[src/urab_pkg.sv]
// Package with register map, field positions, reset values and state types of the serial port.
package urab_pkg;
  // Register byte offsets on the APB bus.
  localparam logic [7:0] ADDR_CFG    = 8'h00;
  localparam logic [7:0] ADDR_CTL    = 8'h04;
  localparam logic [7:0] ADDR_STAT   = 8'h08;
  localparam logic [7:0] ADDR_RECEIVE_DATA_REGISTER  = 8'h0C;
  localparam logic [7:0] ADDR_RXSTAT = 8'h10;
  localparam logic [7:0] ADDR_TXDAT  = 8'h14;
  localparam logic [7:0] ADDR_BRG    = 8'h18;
  localparam logic [7:0] ADDR_OSR    = 8'h1C;
  localparam logic [7:0] ADDR_STADDR = 8'h20;
  localparam logic [7:0] ADDR_FRAC   = 8'h24;
  // Configuration register bits.
  localparam int CFG_ENABLE  = 0;
  localparam int CFG_SYNC    = 1;
  localparam int CFG_MASTER  = 2;
  localparam int CFG_CTSEN   = 3;
  localparam int CFG_HWMATCH = 4;
  localparam int CFG_DESEL   = 5;
  localparam int CFG_DEPOL   = 6;
  localparam int CFG_DETA    = 7;
  // Control register bits.
  localparam int CTL_TRANSMIT_DISABLE   = 0;
  localparam int CTL_DETECT  = 1;
  localparam int CTL_AUTOBD  = 2;
  // Status register bits.
  localparam int ST_RECEIVE_READY_FLAG    = 0;
  localparam int ST_TXRDY    = 1;
  localparam int ST_CTS      = 2;
  localparam int ST_CTSCHG   = 3;
  localparam int ST_TXOFF    = 4;
  localparam int ST_NOISE    = 5;
  localparam int ST_RATE_DETECT_ERROR    = 6;
  // Position of the noise bit in the receive data with flags register.
  localparam int RXSTAT_NOISE = 16;
  // Reset values.
  localparam logic [7:0]  CFG_RESET    = 8'h00;
  localparam logic [2:0]  CTL_RESET    = 3'h0;
  localparam logic [15:0] BRG_RESET    = 16'h0000;
  localparam logic [3:0]  OSR_RESET    = 4'hF;
  localparam logic [7:0]  STADDR_RESET = 8'h00;
  localparam logic [7:0]  FRAC_RESET   = 8'h00;
  // Fractional accumulator wrap of 256 and autobaud timeout in bit units.
  localparam logic [8:0]  FRAC_WRAP    = 9'h100;
  localparam logic [15:0] AB_TIMEOUT   = 16'hFFFF;
  // Last data bit index for 8-bit and 9-bit characters.
  localparam logic [3:0]  LAST_BIT8    = 4'h7;
  localparam logic [3:0]  LAST_BIT9    = 4'h8;
  // Transmitter and receiver states.
  typedef enum logic [2:0] {TX_IDLE, TX_START, TX_DATA, TX_STOP, TX_TURN} urab_tx_e;
  typedef enum logic [2:0] {RX_IDLE, RX_START, RX_DATA, RX_STOP, RX_AB_MEAS, RX_AB_ERR} urab_rx_e;
endpackage

[src/urab_top.sv]
// Serial port with fractional and integer rate dividers, autobaud, flow control, DMA and RS-485 support.
//
// The APB register port and the address map are this design's own decisions.
module urab_top
  import urab_pkg::*;
(
  input  wire logic        mclk,        // Peripheral clock.
  input  wire logic        rstn,        // Asynchronous reset, active low.
  input  wire logic        psel,        // APB select.
  input  wire logic        penable,     // APB access phase.
  input  wire logic        pwrite,      // APB direction.
  input  wire logic [7:0]  paddr,       // APB byte address.
  input  wire logic [31:0] pwdata,      // APB write data.
  output logic      [31:0] prdata,      // APB read data.
  output logic             pready,      // APB ready.
  output logic             pslverr,     // APB error for unmapped offsets.
  input  wire logic        rxd,         // Serial receive line.
  output logic             txd,         // Serial transmit line.
  input  wire logic        cts_n,       // Clear to send, active low.
  output logic             rts_pin,     // Request to send or drive enable.
  input  wire logic        sclk_in,     // Synchronous clock from a master.
  output logic             sclk_out,    // Synchronous clock when master.
  output logic             sclk_oe,     // Drive enable of the clock pin.
  output logic             tx_dma_req,  // Transmit DMA request.
  input  wire logic        tx_dma_ack,  // Transmit DMA acknowledge pulse.
  output logic             rx_dma_req,  // Receive DMA request.
  input  wire logic        rx_dma_ack   // Receive DMA acknowledge pulse.
);
  import urab_pkg::*;

  // The whole state of the block lives in one packed record.
  typedef struct packed {
    logic [7:0]  cfg;        // Configuration bits.
    logic [2:0]  ctl;        // Control bits.
    logic [15:0] integer_rate_divider;        // Integer rate divider value.
    logic [3:0]  oversample_select;        // Oversample count field.
    logic [7:0]  staddr;     // Station address.
    logic [7:0]  frac_num;   // Fraction numerator.
    logic [8:0]  frac_acc;   // Fractional accumulator.
    logic [15:0] div_cnt;    // Integer divider count.
    logic [8:0]  tx_buf;     // Transmit holding word.
    logic        tx_full;    // Holding word is occupied.
    urab_tx_e    tx_st;      // Transmit state.
    logic [3:0]  tx_phase;   // Base clocks within a transmit bit.
    logic [3:0]  tx_bit;     // Transmit data bit index.
    logic [8:0]  tx_sh;      // Transmit shifter.
    urab_rx_e    rx_st;      // Receive state.
    logic [3:0]  rx_phase;   // Base clocks within a receive bit.
    logic [3:0]  rx_bit;     // Receive data bit index.
    logic [8:0]  rx_sh;      // Receive shifter.
    logic [1:0]  rx_smp;     // First two of the three samples.
    logic        rx_bad;     // Noise seen in the current character.
    logic [8:0]  rx_data;    // Last accepted character.
    logic        rx_noise;   // Noise flag of that character.
    logic        rx_ready;   // Receive ready flag.
    logic        noise_flag; // Sticky received noise flag.
    logic        ab_err;     // Sticky rate detect error.
    logic [15:0] ab_units;   // Autobaud bit units counted.
    logic [3:0]  ab_sub;     // Autobaud unsuppressed input clocks within a unit.
    logic        cts_prev;   // Previous clear to send level.
    logic        cts_chg;    // Clear to send change flag.
    logic        sclk_prev;  // Previous external clock level.
    logic        txd;        // Registered transmit line.
    logic        rts_pin;    // Registered request to send pin.
    logic        sclk_out;   // Registered clock output.
    logic        tx_req;     // Registered transmit request.
    logic        rx_req;     // Registered receive request.
    logic [31:0] prdata;     // Read data captured in setup.
  } urab_state_s;

  urab_state_s s;          // Current state.
  urab_state_s next_s;     // Next state.
  logic        frac_pulse; // Input clock not suppressed.
  logic        base_tick;  // Integer divider output pulse.
  logic        bit_clk;    // One oversample or one sync bit clock.
  logic        sync;       // Synchronous mode.
  logic [3:0]  os_n;       // Last phase of a bit.
  logic [3:0]  mid;        // Centre sample phase.
  logic [3:0]  last_bit;   // Index of the last data bit.
  logic        at_vote;    // Third sample is being taken.
  logic [2:0]  v3;         // The three samples.
  logic        maj;        // Majority value.
  logic        dis;        // Samples disagree.
  logic        hit;        // Address is mapped.
  logic [31:0] rdata;      // Read mux output.
  logic        accept;     // Character passes station filtering.
  logic [8:0]  rx_word;    // Character aligned to bit zero.

  assign pready     = 1'b1;
  assign pslverr    = psel & penable & ~hit;
  assign prdata     = s.prdata;
  assign txd        = s.txd;
  assign rts_pin    = s.rts_pin;
  assign sclk_out   = s.sclk_out;
  assign sclk_oe    = s.cfg[CFG_SYNC] & s.cfg[CFG_MASTER];
  assign tx_dma_req = s.tx_req;
  assign rx_dma_req = s.rx_req;

  // Next state: bus access first, hardware events last so that a set beats a clear in the same cycle.
  always_comb begin
    next_s = s;
    // An input clock passes while the accumulator is below 256, each pass adds the numerator.
    frac_pulse = ~s.frac_acc[8];
    base_tick  = frac_pulse && (s.div_cnt == s.integer_rate_divider);
    sync       = s.cfg[CFG_SYNC];
    // Sync master shifts on every base tick, slave on the external clock rise.
    if (sync) begin
      bit_clk = s.cfg[CFG_MASTER] ? base_tick : (sclk_in & ~s.sclk_prev);
    end else begin
      bit_clk = base_tick;
    end
    os_n     = sync ? 4'h0 : s.oversample_select;
    mid      = 4'((5'(s.oversample_select) + 5'h01) >> 1);
    last_bit = s.ctl[CTL_DETECT] ? LAST_BIT9 : LAST_BIT8;
    at_vote  = sync | (s.rx_phase == 4'(mid + 4'h1));
    v3       = sync ? {3{rxd}} : {s.rx_smp, rxd};
    maj      = (v3[0] & v3[1]) | (v3[0] & v3[2]) | (v3[1] & v3[2]);
    dis      = (|v3) & ~(&v3);
    rx_word  = s.ctl[CTL_DETECT] ? s.rx_sh : {1'b0, s.rx_sh[8:1]};
    // Data characters are dropped in detect mode; address characters may be matched in hardware.
    accept   = ~s.ctl[CTL_DETECT] |
               (rx_word[8] & (~s.cfg[CFG_HWMATCH] | (rx_word[7:0] == s.staddr)));

    // Read mux.
    hit = 1'b1;
    case (paddr)
      ADDR_CFG:    rdata = 32'(s.cfg);
      ADDR_CTL:    rdata = 32'(s.ctl);
      ADDR_STAT:   rdata = 32'({s.ab_err, s.noise_flag, (s.ctl[CTL_TRANSMIT_DISABLE] && s.tx_st == TX_IDLE),
                                s.cts_chg, cts_n, ~s.tx_full, s.rx_ready});
      ADDR_RECEIVE_DATA_REGISTER:  rdata = 32'(s.rx_data);
      ADDR_RXSTAT: rdata = 32'({s.rx_noise, 7'h00, s.rx_data});
      ADDR_TXDAT:  rdata = 32'(s.tx_buf);
      ADDR_BRG:    rdata = 32'(s.integer_rate_divider);
      ADDR_OSR:    rdata = 32'(s.oversample_select);
      ADDR_STADDR: rdata = 32'(s.staddr);
      ADDR_FRAC:   rdata = 32'(s.frac_num);
      default: begin
        rdata = 32'h00000000;
        hit   = 1'b0;
      end
    endcase
    // Read data is captured in the setup cycle so it comes from a flip-flop in the access phase.
    if (psel && !penable) begin
      next_s.prdata = rdata;
    end

    // Register writes take effect at the end of the access phase.
    if (psel && penable && pwrite) begin
      case (paddr)
        ADDR_CFG:    next_s.cfg = pwdata[7:0];
        ADDR_CTL:    next_s.ctl = pwdata[2:0];
        ADDR_STAT: begin
          // Write one to clear the sticky flags.
          if (pwdata[ST_CTSCHG]) next_s.cts_chg = 1'b0;
          if (pwdata[ST_NOISE])  next_s.noise_flag = 1'b0;
          if (pwdata[ST_RATE_DETECT_ERROR])  next_s.ab_err = 1'b0;
        end
        ADDR_TXDAT: begin
          // A write to a full holding word is dropped.
          if (!s.tx_full) begin
            next_s.tx_buf  = pwdata[8:0];
            next_s.tx_full = 1'b1;
          end
        end
        ADDR_BRG:    next_s.integer_rate_divider = pwdata[15:0];
        ADDR_OSR:    next_s.oversample_select = pwdata[3:0];
        ADDR_STADDR: next_s.staddr = pwdata[7:0];
        ADDR_FRAC:   next_s.frac_num = pwdata[7:0];
        default:     next_s.cfg = s.cfg;
      endcase
    end
    // Reading the receive data consumes the character.
    if (psel && penable && !pwrite && paddr == ADDR_RECEIVE_DATA_REGISTER) begin
      next_s.rx_ready = 1'b0;
    end

    // Fractional divider spreads the suppressed clocks evenly.
    if (s.frac_acc[8]) begin
      next_s.frac_acc = s.frac_acc - FRAC_WRAP;
    end else begin
      next_s.frac_acc = s.frac_acc + {1'b0, s.frac_num};
    end
    // Integer divider counts unsuppressed clocks.
    if (frac_pulse) begin
      next_s.div_cnt = base_tick ? 16'h0000 : s.div_cnt + 16'h0001;
    end

    // Transmitter. New characters start only on a bit clock and only when allowed.
    if (s.tx_st == TX_IDLE) begin
      next_s.txd = 1'b1;
      if (bit_clk && s.tx_full && s.cfg[CFG_ENABLE] && !s.ctl[CTL_TRANSMIT_DISABLE]
          && (!s.cfg[CFG_CTSEN] || !cts_n)) begin
        next_s.tx_sh    = s.tx_buf;
        next_s.tx_full  = 1'b0;
        next_s.tx_st    = TX_START;
        next_s.tx_phase = 4'h0;
        next_s.txd      = 1'b0;
      end
    end else if (bit_clk) begin
      if (s.tx_phase != os_n) begin
        next_s.tx_phase = s.tx_phase + 4'h1;
      end else begin
        next_s.tx_phase = 4'h0;
        case (s.tx_st)
          TX_START: begin
            next_s.tx_st  = TX_DATA;
            next_s.tx_bit = 4'h0;
            next_s.txd    = s.tx_sh[0];
          end
          TX_DATA: begin
            if (s.tx_bit == last_bit) begin
              next_s.tx_st = TX_STOP;
              next_s.txd   = 1'b1;
            end else begin
              next_s.tx_bit = s.tx_bit + 4'h1;
              next_s.tx_sh  = {1'b0, s.tx_sh[8:1]};
              next_s.txd    = s.tx_sh[1];
            end
          end
          // The optional turnaround keeps the drive enable one more bit time.
          TX_STOP: next_s.tx_st = s.cfg[CFG_DETA] ? TX_TURN : TX_IDLE;
          default: next_s.tx_st = TX_IDLE;
        endcase
      end
    end

    // Receiver.
    case (s.rx_st)
      RX_IDLE: begin
        if (s.cfg[CFG_ENABLE] && s.ctl[CTL_AUTOBD] && !sync) begin
          if (!rxd) begin
            // Start bit begins; count it in whole bit units, rounded by a half-unit preload.
            next_s.rx_st    = RX_AB_MEAS;
            next_s.ab_units = 16'h0000;
            next_s.ab_sub   = mid;
          end
        end else if (s.cfg[CFG_ENABLE] && bit_clk && !rxd) begin
          next_s.rx_st    = sync ? RX_DATA : RX_START;
          next_s.rx_phase = sync ? 4'h0 : 4'h1;
          next_s.rx_bit   = 4'h0;
          next_s.rx_bad   = 1'b0;
        end
      end
      RX_AB_MEAS: begin
        if (frac_pulse) begin
          // Units follow the current fractional and oversample settings.
          if (s.ab_sub == s.oversample_select) begin
            next_s.ab_sub   = 4'h0;
            next_s.ab_units = s.ab_units + 16'h0001;
          end else begin
            next_s.ab_sub = s.ab_sub + 4'h1;
          end
        end
        if (rxd) begin
          // Rising edge ends the start bit; the rest of the character is received normally.
          next_s.integer_rate_divider      = (s.ab_units == 16'h0000) ? 16'h0000 : s.ab_units - 16'h0001;
          next_s.div_cnt  = 16'h0000;
          next_s.rx_st    = RX_DATA;
          next_s.rx_phase = 4'h0;
          next_s.rx_bit   = 4'h0;
          next_s.rx_bad   = 1'b0;
        end else if (s.ab_units == AB_TIMEOUT) begin
          next_s.ab_err = 1'b1;
          next_s.rx_st  = RX_AB_ERR;
        end
      end
      RX_AB_ERR: begin
        // Autobaud stays enabled until the line is idle again.
        if (rxd) begin
          next_s.ctl[CTL_AUTOBD] = 1'b0;
          next_s.rx_st           = RX_IDLE;
        end
      end
      default: begin
        if (bit_clk) begin
          // First two samples are held one phase before the centre and at the centre phase.
          if (s.rx_phase == 4'(mid - 4'h1) || s.rx_phase == mid) begin
            next_s.rx_smp = {s.rx_smp[0], rxd};
          end
          if (at_vote && s.rx_st == RX_STOP) begin
            next_s.rx_st = RX_IDLE;
            if (accept) begin
              next_s.rx_data    = rx_word;
              next_s.rx_noise   = s.rx_bad | dis;
              next_s.noise_flag = s.noise_flag | s.rx_bad | dis;
              next_s.rx_ready   = 1'b1;
              next_s.ctl[CTL_AUTOBD] = 1'b0;
            end
          end else if (at_vote && s.rx_st == RX_START && maj) begin
            // A start bit that does not hold low is a glitch.
            next_s.rx_st = RX_IDLE;
          end else begin
            if (at_vote) begin
              next_s.rx_bad = s.rx_bad | dis;
              if (s.rx_st == RX_DATA) begin
                next_s.rx_sh = {maj, s.rx_sh[8:1]};
              end
            end
            if (s.rx_phase != os_n) begin
              next_s.rx_phase = s.rx_phase + 4'h1;
            end else begin
              next_s.rx_phase = 4'h0;
              if (s.rx_st == RX_START) begin
                next_s.rx_st = RX_DATA;
              end else if (s.rx_bit == last_bit) begin
                next_s.rx_st = RX_STOP;
              end else begin
                next_s.rx_bit = s.rx_bit + 4'h1;
              end
            end
          end
        end
      end
    endcase

    // Clear to send change detection wins over a software clear.
    next_s.cts_prev = cts_n;
    if (cts_n != s.cts_prev) begin
      next_s.cts_chg = 1'b1;
    end
    next_s.sclk_prev = sclk_in;
    next_s.sclk_out  = sync & s.cfg[CFG_MASTER] & base_tick;
    // Drive enable while a character is on the line, else request to send follows the receive ready flag.
    // The enable follows the next transmit state, so it asserts with the start bit and the line never floats under it.
    if (s.cfg[CFG_DESEL]) begin
      next_s.rts_pin = (next_s.tx_st != TX_IDLE) ^ ~s.cfg[CFG_DEPOL];
    end else begin
      next_s.rts_pin = s.rx_ready;
    end
    // Requests drop for one cycle on an acknowledge so a serviced request is not seen twice.
    next_s.tx_req = ~s.tx_full & s.cfg[CFG_ENABLE] & ~tx_dma_ack;
    next_s.rx_req = s.rx_ready & ~rx_dma_ack;
  end

  // State register; every field resets to a constant.
  always_ff @(posedge mclk or negedge rstn) begin
    if (!rstn) begin
      s          <= '0;
      s.cfg      <= CFG_RESET;
      s.ctl      <= CTL_RESET;
      s.integer_rate_divider      <= BRG_RESET;
      s.oversample_select      <= OSR_RESET;
      s.staddr   <= STADDR_RESET;
      s.frac_num <= FRAC_RESET;
      s.tx_st    <= TX_IDLE;
      s.rx_st    <= RX_IDLE;
      s.cts_prev <= 1'b1;
      s.txd      <= 1'b1;
      s.rts_pin  <= 1'b0;
    end else begin
      s <= next_s;
    end
  end
endmodule

[config.mk]
export PLATFORM = sky130hd
export DESIGN_NAME = urab_top
export DESIGN_NICKNAME = d
export VERILOG_FILES = /design/src/urab_pkg.sv /design/src/urab_top.sv
export SDC_FILE = /design/constraint.sdc
export NUM_CORES = 1
export LEC_CHECK = 0
export BUFFER_PORTS_ARGS = -buffer_cell sky130_fd_sc_hd__buf_2
export CAP_MARGIN = 40
export CORE_ASPECT_RATIO = 1.75
export CORE_MARGIN = 5
export CORE_UTILIZATION = 23
export DETAILED_ROUTE_END_ITERATION = 10
export PLACE_DENSITY = 0.39
export SETUP_SLACK_MARGIN = 0.2
export SLEW_MARGIN = 20
export SYNTH_ARGS = -nofsm -noshare
export SYNTH_HDL_FRONTEND = slang
export SYNTH_SLANG_ARGS = --single-unit
[constraint.sdc]
create_clock -name mclk -period 2.7 [get_ports mclk]
set_input_delay 0.405 -clock mclk [delete_from_list [all_inputs] [get_ports mclk]]
set_output_delay 0.405 -clock mclk [all_outputs]
set_load 0.05 [all_outputs]
## Word level (Yosys, flattened, before mapping)

Cells that the tools add are included.

- Add/subtract/negate cells: 13
- Eq/ne operators: 50
- Muxes and demuxes: 106
- Bitwise gates (word level): 38
- Reductions and logical operators: 69

Operators by type and width:

| kind | number |
|---|---|
| 17-bit case mux with 10 select lines | 1 |
| 16-bit two-way mux | 9 |
| 20-bit two-way mux | 4 |
| 9-bit two-way mux | 7 |
| 3-bit two-way mux | 15 |
| 8-bit two-way mux | 5 |
| 20-bit case mux with 2 select lines | 1 |
| 39-bit two-way mux | 1 |
| 4-bit two-way mux | 9 |
| 35-bit two-way mux | 1 |
| 17-bit two-way mux | 2 |
| 1-bit two-way mux | 33 |
| 16-bit by 1-bit adder with 16-bit output, second input constant | 2 |
| 8-bit by 5-bit == test with 1-bit output, second input constant | 4 |
| 13-bit two-way mux | 2 |
| 4-bit by 1-bit adder with 4-bit output, second input constant | 6 |
| 4-bit == test | 6 |
| 12-bit two-way mux | 2 |
| 8-bit case mux with 3 select lines | 1 |
| 2-bit inequality test, second input constant | 11 |
| 1-bit logical AND | 18 |
| 3-bit case mux with 3 select lines | 2 |
| 16-bit == test | 1 |
| 16-bit == test, second input constant | 1 |
| other kinds (48) | 132 |

- Bits in registers: 198
- Bits of input ports: 50
- Output and inout port bits: 40
- Logic and storage cells: 313

## Logic depth before layout (Yosys ltp)

Gate-level depths: netlist of the first run.

- Word-level depth: 13
- Mapped depth: 12
- Depth with buffers taken out: 11

## Worst setup path before layout of the first run

Ideal clock, no wire load.

- Kind: register to register
- From: register s[167] in the netlist's numbering
- To: register s[63] in the netlist's numbering
- Library setup time: 0.118 ns
- Arrival time: 2.858 ns
- Required time: 2.582 ns
- Path slack: -0.276 ns
- Stages on the path, launching flop included: 11
- Buffers on the path: 1
- Period minus slack after synthesis: 2.976 ns
- Path through: dfstp_2 ha_1 xnor2_1 ha_1 xnor2_1 nand2_1 a311oi_1 nor2_1 or4b_4 buf_2 a21o_1

- Longest elaborated chain between the ends: 6

Ends and longest elaborated chain:

| what | RTL line | RTL |
|---|---|---|
| from (decl) | urab_top.sv:71 | `urab_state_s s;` |
| from (signal assigned) | urab_top.sv:352 | `s <= next_s;` |
| 4-bit by 1-bit adder with 5-bit output | urab_top.sv:113 | `mid = 4'((5'(s.oversample_select) + 5'h01) >> 1);` |
| 4-bit by 1-bit adder with 4-bit output | urab_top.sv:115 | `at_vote = sync \| (s.rx_phase == 4'(mid + 4'h1));` |
| 4-bit == test | urab_top.sv:115 |  |
| 1-bit OR | urab_top.sv:115 |  |
| 1-bit logical AND | urab_top.sv:281 | `if (at_vote && s.rx_st == RX_STOP) begin` |
| 4-bit AND reduction (no line) | n/a |  |

Every way passes these cells.
A chain may end at the register's enable or synchronous reset.

==> results.md, run 1 <==
- Core ar.: 45100 um^2
- Status: complete, but fails checks
- Failing checks: setup timing
- Yosys cell types: 76
- Final nets: roughly 1300
- Drt pass-1 iters: 5
- Remaining Overflow, GRT: 0
- Die X-Extent: 171 um
- Slew @ Worst Pin: between 700 and 800 ps
- # setup viols final: 31
- Most common cell in the netlist: dfrtp_1
- Busiest grt layer: met2
- Synth area leader: dfrtp_1
- Area share of the largest cell type after synthesis: about 42%
- Largest stage delay, worst path: 620 ps
- Share of cells above drive strength 1: roughly a third
- CP Cell Sequence: buf_4 > nor4b_1 > nand2_1 > a32o_2 > or4b_2 > o211ai_1 > nor4b_4 > buf_4 > xnor2_1 > a21oi_1
- Max-slew violation count: 0
- # DRC: 0
- Minimum hold slack: a little over 60 ps
- Leakage: 0.00602 uW
- Critical path's most frequent cell: buf_4
- Synthesis-stage register bit count: about 180
- GRT met2 Usage: 25.9%
- Fin crit period: 2870 ps
- Setup crit start kind: flip-flop
- Most common library cells after synthesis: dfrtp_1, nand2_1, nor2_1
- Critical path class: flip-flop to flip-flop
- Final period util: 106%
- RSZ-0062 raised after global routing: yes
- Area Overhead vs Synth: 30.1%
- Mapped Avg Cell Area: between 9 and 10 um^2
- Hold crit path type: primary input to flip-flop
- Critical Path Sink Type: flip-flop
- Clock Path Buffers: 2
- Worst Slack Setup Final: -170 ps
- Clock Sinks: 183
- H-tree Lvls: 4
- Final Util: 30.1%
- Multi-input logic area: 5810 um^2
- CP required: 3080 ps
- Post-synth EDFFs: 0
- Vias in the first global route: 8893
- Worst Path Buf+Inv: 2
- DR iter-0 viols: just over 600
- Met3 usage: 1.57%
- First-pass GRT wire length: 53100 um
- CP max-delay cell: or4b_2
- Clock Latency Late Sink: about 460 ps
- Crit-path leading delay family: simple AND/OR/NAND/NOR gates
- Critical path peak fanout: 11
- WP data arrival: ~3300 ps
- Met1 Use GR: 16.1%
- Peak VDD IR: 0.416 mV
- Hpwl dp: around 26000 um
- Gate Count Post-Synth: 1075
- Final hold vios: 0
- WL per Instance: 18.8 um
- YS warnings: 0
- CTS buffer count: 17
- Ys async rst share: between 90% and 100%
- Placement Rows: 103
- IO buf count: 57
- Total number of vias: 8665
- Vert. Die Dim: roughly 290 um
- Relative slew slack: 50.5%
- TritonCTS clock tree: built
- Clk root buf: clkbuf_16
- Initial core utilization: a little under a quarter
- Sequential-to-total area share from yosys stat: 43.9%
- Worst Skew: 17.2 ps
- Post-DRT Antenna Nets: 0
- Via density: 4.71
- Clock transition at path regs: 90 ps
- Fmax: 0.348 GHz
- Largest net degree at the start of global routing: 67
- Total global-route track usage: 13.9%
- Storage cell area: 4590 um^2
- Post-synthesis cell area: 10400 um^2
- Maxcap violations: 0
- FILL cells: 4752
- Synth area leaders: dfrtp_1, mux2_2, xnor2_1, nand2_1, nor2_1
- Routed WL: about 35000 um
- # IOs: 90
- RePlAce Congestion: 0.831
- Predominant post-synthesis flop cell: dfrtp_1
- Power density over the cells: 684 nW/um^2
- Initial antenna violation count: 1
- DIE AREA: 49900 um^2
metrics by stage:
stage | cell area [um^2] | std cells | TNS (ps) | setup slack (ps) | power, uW
finish | 13600 | 1839 | -3070 | -170 | 9290
detailed placement | 12300 | 1784 | -5170 | -313 | 6300
CTS | 13200 | 1826 | -3520 | -180 | 9300
global route | 13600 | 1837 | -6660 | -266 | 9840
floorplan | 10600 | 1089 | -478 | -69.7 | 5220
global placement | 12300 | 1784 | -4710 | -309 | 6290
per-layer routing:
metal | up-vias | share of wire [%]
met5 | - | 0
met4 | 0 | 2.4
met1 | 4289 | 40
met3 | 30 | 3.0
li1 | 4169 | -
met2 | 177 | 55
power breakdown:
| part | leakage (uW) | internal [uW] | switching (uW) | total [uW] |
|---|---|---|---|---|
| Combinational | 0.00326 | 1420 | 1660 | 3080 |
| Sequential | 0.00245 | 3070 | 407 | 3480 |
| Clock | 0.000304 | 1440 | 1280 | 2730 |
| Total | 0.00602 | 5940 | 3350 | 9290 |
final timing paths:
path,start,endpoint,slack [ps],cells after the start
min in group asynchronous,rstn,s[143],520,2
min reg2reg,prdata[2],prdata[2],480,2
max,s[168],rts_pin,-170,10
min,sclk_in,s[37],60,1
max reg2reg,s[168],rts_pin,-170,10
max in group asynchronous,rstn,s[168],1450,3
worst register-to-register path: stages (launching register included):
cell,delay [ps]
dfstp_2,560
buf_4,220
nor4b_1,270
nand2_1,90
a32o_2,300
or4b_2,620
o211ai_1,210
nor4b_4,100
buf_4,150
xnor2_1,110
a21oi_1,170
repair_timing:
action / 4_1_cts / 5_1_grt
hold buffers: 1 / 0
setup buffers: 8 / 8
setup endpoints to repair: 51 / 59
pin swaps: 11 / 21
hold endpoints to repair: 40 / 0
gates resized for setup: 41 / 56
gates cloned: 1 / 3
sequential cells by signal (all words and copies together), names as in the netlist:
register / count
s: 161
prdata: 17
rts_pin: 1
rx_dma_req: 1
sclk_out: 1
tx_dma_req: 1
txd: 1
cells by family after synthesis:
| family | Yosys count | synth area share, % |
|---|---|---|
| fa+ha+maj | 20 | 2.47 |
| compound gates | 224 | 14.1 |
| mux | 94 | 9.81 |
| other cells | 2 | 0.0719 |
| xor+xnor | 82 | 6.95 |
| buf+inv | 107 | 5.23 |
| flops | 183 | 43.9 |
| simple gates | 363 | 17.4 |
placed cells by master (no fill, tap or decap), types with 20 or more instances in the layout:
master	n
nor2_1	85
o21ai_0	56
dfrtp_1	177
inv_1	22
buf_4	138
xor2_1	32
clkbuf_16	20
nand2_1	83
a21oi_1	29
xnor2_1	43
buf_2	56
mux2i_1	27
mux2_2	57
nand3_1	43
final cells by class:
class | instances | share of cell area, %
inverter | 24 | 0.663
antenna | 2 | 0.0368
sequential | 183 | 33.8
tap | 577 | 5.31
multi-input combinational | 800 | 42.8
timing repair buffer | 221 | 12.8
clock buffer | 19 | 3.26
clock inverter | 13 | 1.34
Note: power is estimated with default switching activity, not from simulation.
==> run 2: changes to the inputs <==
Settings changed: BUFFER_PORTS_ARGS -buffer_cell sky130_fd_sc_hd__buf_2 to -buffer_cell sky130_fd_sc_hd__buf_4.
==> results.md, run 2 (same netlist as run 1, synthesis figures left out) <==
- Largest net degree at the start of global routing: 74 (was 67)
- Total power: 9430 uW (was 9290 uW)
- # IOs: 90 (unchanged)
- WP data arrival: 3210 ps (was 3250 ps)
- Total number of vias: 8644 (was 8665)
- ANT cells: 0 (was 2)
- CP required: 3040 ps (was 3080 ps)
- Relative slew slack: 52.4% (was 50.5%)
- Worst Path Buf+Inv: 4 (was 2)
- Critical Path Sink Type: flip-flop (unchanged)
- Worst Slack Setup Final: -169 ps (was -170 ps)
- Clock Sinks: 183 (unchanged)
- Crit-path leading delay family: flip-flops (was simple AND/OR/NAND/NOR gates)
- Largest stage delay, worst path: 560 ps (was 620 ps)
- Clock Path Buffers: 2 (unchanged)
- Slew @ Worst Pin: 715 ps (was 735 ps)
- Max-slew violation count: 0 (unchanged)
- Die X-Extent: 171 um (unchanged)
- Hold crit path type: primary input to flip-flop (unchanged)
- Placement Rows: 103 (unchanged)
- Maxcap violations: 0 (unchanged)
- Status: complete, but fails checks (unchanged)
- Worst Skew: 18.5 ps (was 17.2 ps)
- First-pass GRT wire length: 52800 um (was 53100 um)
- Fmax: 0.349 GHz (was 0.348 GHz)
- FILL cells: 4747 (was 4752)
- Share of cells above drive strength 1: 31.3% (was 31.8%)
- Final period util: 106% (about the same)
- Multi-input logic area: 5850 um^2 (was 5810 um^2)
- Placed Instances: 1770 (was 1784)
- Critical path peak fanout: 5 (was 11)
- Core ar.: 45100 um^2 (unchanged)
- Flop2flop setup slack: -170 ps (about the same)
- Final Util: 30.5% (was 30.1%)
- CP max-delay cell: dfstp_2 (was or4b_2)
- TritonCTS clock tree: built (unchanged)
- Fin crit period: 2870 ps (about the same)
- Total global-route track usage: 13.9% (about the same)
- Final Non-Filler Cells: 1832 (was 1839)
- CTS buffer count: 17 (unchanged)
- Peak VDD IR: 0.343 mV (was 0.416 mV)
- Initial antenna violation count: 0 (was 1)
- Hpwl dp: 26600 um (was 26500 um)
- Final hold vios: 0 (unchanged)
- RSZ-0062 raised after global routing: yes (unchanged)
- Remaining Overflow, GRT: 0 (unchanged)
- Power density over the cells: 686 nW/um^2 (was 684 nW/um^2)
- Most frequent cells in the layout: buf_4, dfrtp_1, nand2_1 (was dfrtp_1, buf_4, nor2_1)
- Largest reg by FF count: s (unchanged)
- Vias in the first global route: 8794 (was 8893)
- Routed WL: 34900 um (was 34600 um)
- Final nets: 1312 (was 1317)
- RePlAce Congestion: 0.810 (was 0.831)
- # setup viols final: 31 (unchanged)
- DIE AREA: 49900 um^2 (unchanged)
- Initial core utilization: 23.2% (unchanged)
- Setup crit start kind: flip-flop (unchanged)
- Drt pass-1 iters: 5 (unchanged)
- Critical path class: flip-flop to flip-flop (unchanged)
- IO buf count: 57 (unchanged)
- Clock transition at path regs: 90 ps (about the same)
- Clk root buf: clkbuf_16 (unchanged)
- Critical path's most frequent cell: buf_4 (unchanged)
- Vert. Die Dim: 292 um (unchanged)
- # DRC: 0 (unchanged)
- Max FFs per register: 161 (unchanged)
- Clock Latency Late Sink: 470 ps (was 460 ps)
- Leading cell type in the layout, fill and taps excluded: buf_4 (was dfrtp_1)
- Post-DRT Antenna Nets: 0 (unchanged)
- Area Overhead vs Synth: 31.6% (was 30.1%)
- Pre-CTS WS: -437 ps (was -313 ps)
- WL per Instance: 19.1 um (was 18.8 um)
- DR iter-0 viols: 535 (was 611)
- Failing checks: setup timing (unchanged)
- Leakage: 0.00606 uW (was 0.00602 uW)
- Storage cell area: 4590 um^2 (about the same)
- Via density: 4.72 (was 4.71)
- CP Cell Sequence: ha_4 > xnor2_4 > inv_1 > ha_2 > xor2_1 > xnor2_2 > a311oi_4 > nor2_4 > buf_4 > nor4_4 > buf_4 > buf_12 > mux2_2 (was buf_4 > nor4b_1 > nand2_1 > a32o_2 > or4b_2 > o211ai_1 > nor4b_4 > buf_4 > xnor2_1 > a21oi_1)
- H-tree Lvls: 4 (unchanged)
[run 2: changes by cell type in the layout (fill, tap and decap cells not counted), sizes merged]
cell      change
buf           -3
clkbuf        -4
clkinv        +3
clkinvlp      -1
diode         -2
[run 2: what timing repair did]
| action | 4_1_cts | 5_1_grt |
|---|---|---|
| hold buffers | 1 | 0 |
| cloned | 2 | 1 |
| buffers inserted | 10 | 16 |
| endpoints found under the setup margin | 53 | 60 |
| pin swaps | 18 | 23 |
| gates resized for setup | 65 | 49 |
| endpoints found under the hold margin | 25 | 0 |
[run 2: per-layer routing]
layer  vias up  share of wire, %  track usage, %
li1       4146                 -               -
met1      4299                39            15.7
met3        36               3.0            2.00
met2       163                56            26.0
met4         0               2.2            4.74
met5         -                 0               0
[run 2: where the power goes]
group	switching (uW)	total, uW	internal (uW)	leakage [uW]
Combinational	1650	3080	1430	0.00329
Sequential	412	3490	3070	0.00245
Clock	1390	2860	1460	0.000321
[run 2: layout make-up]
class	count	area share (%)
multi-input cells	800	42.6
flip-flops and latches	183	33.4
repair buffers	216	13.3
well taps	577	5.25
clock buffers	17	3.09
clock inverters	15	1.76
inverters	24	0.655
[run 2: final timing paths]
path                       startpoint        end  depth (start not counted)
max                            s[168]      s[82]                         13
min                           sclk_in      s[37]                          1
max reg2reg                    s[168]      s[82]                         13
min reg2reg                 prdata[2]  prdata[2]                          2
max in group asynchronous        rstn     s[167]                          3
min in group asynchronous        rstn     s[145]                          2
[run 2: through the flow]
stage / setup TNS [ps] / hold WS, ps / area [um^2]
floorplan: -478 / 109 / 10600
global placement: -8460 / 462 / 12300
detailed placement: -8480 / 460 / 12300
CTS: -3360 / 30.2 / 13400
global route: -6220 / 45.0 / 13700
finish: -3090 / 60.5 / 13700
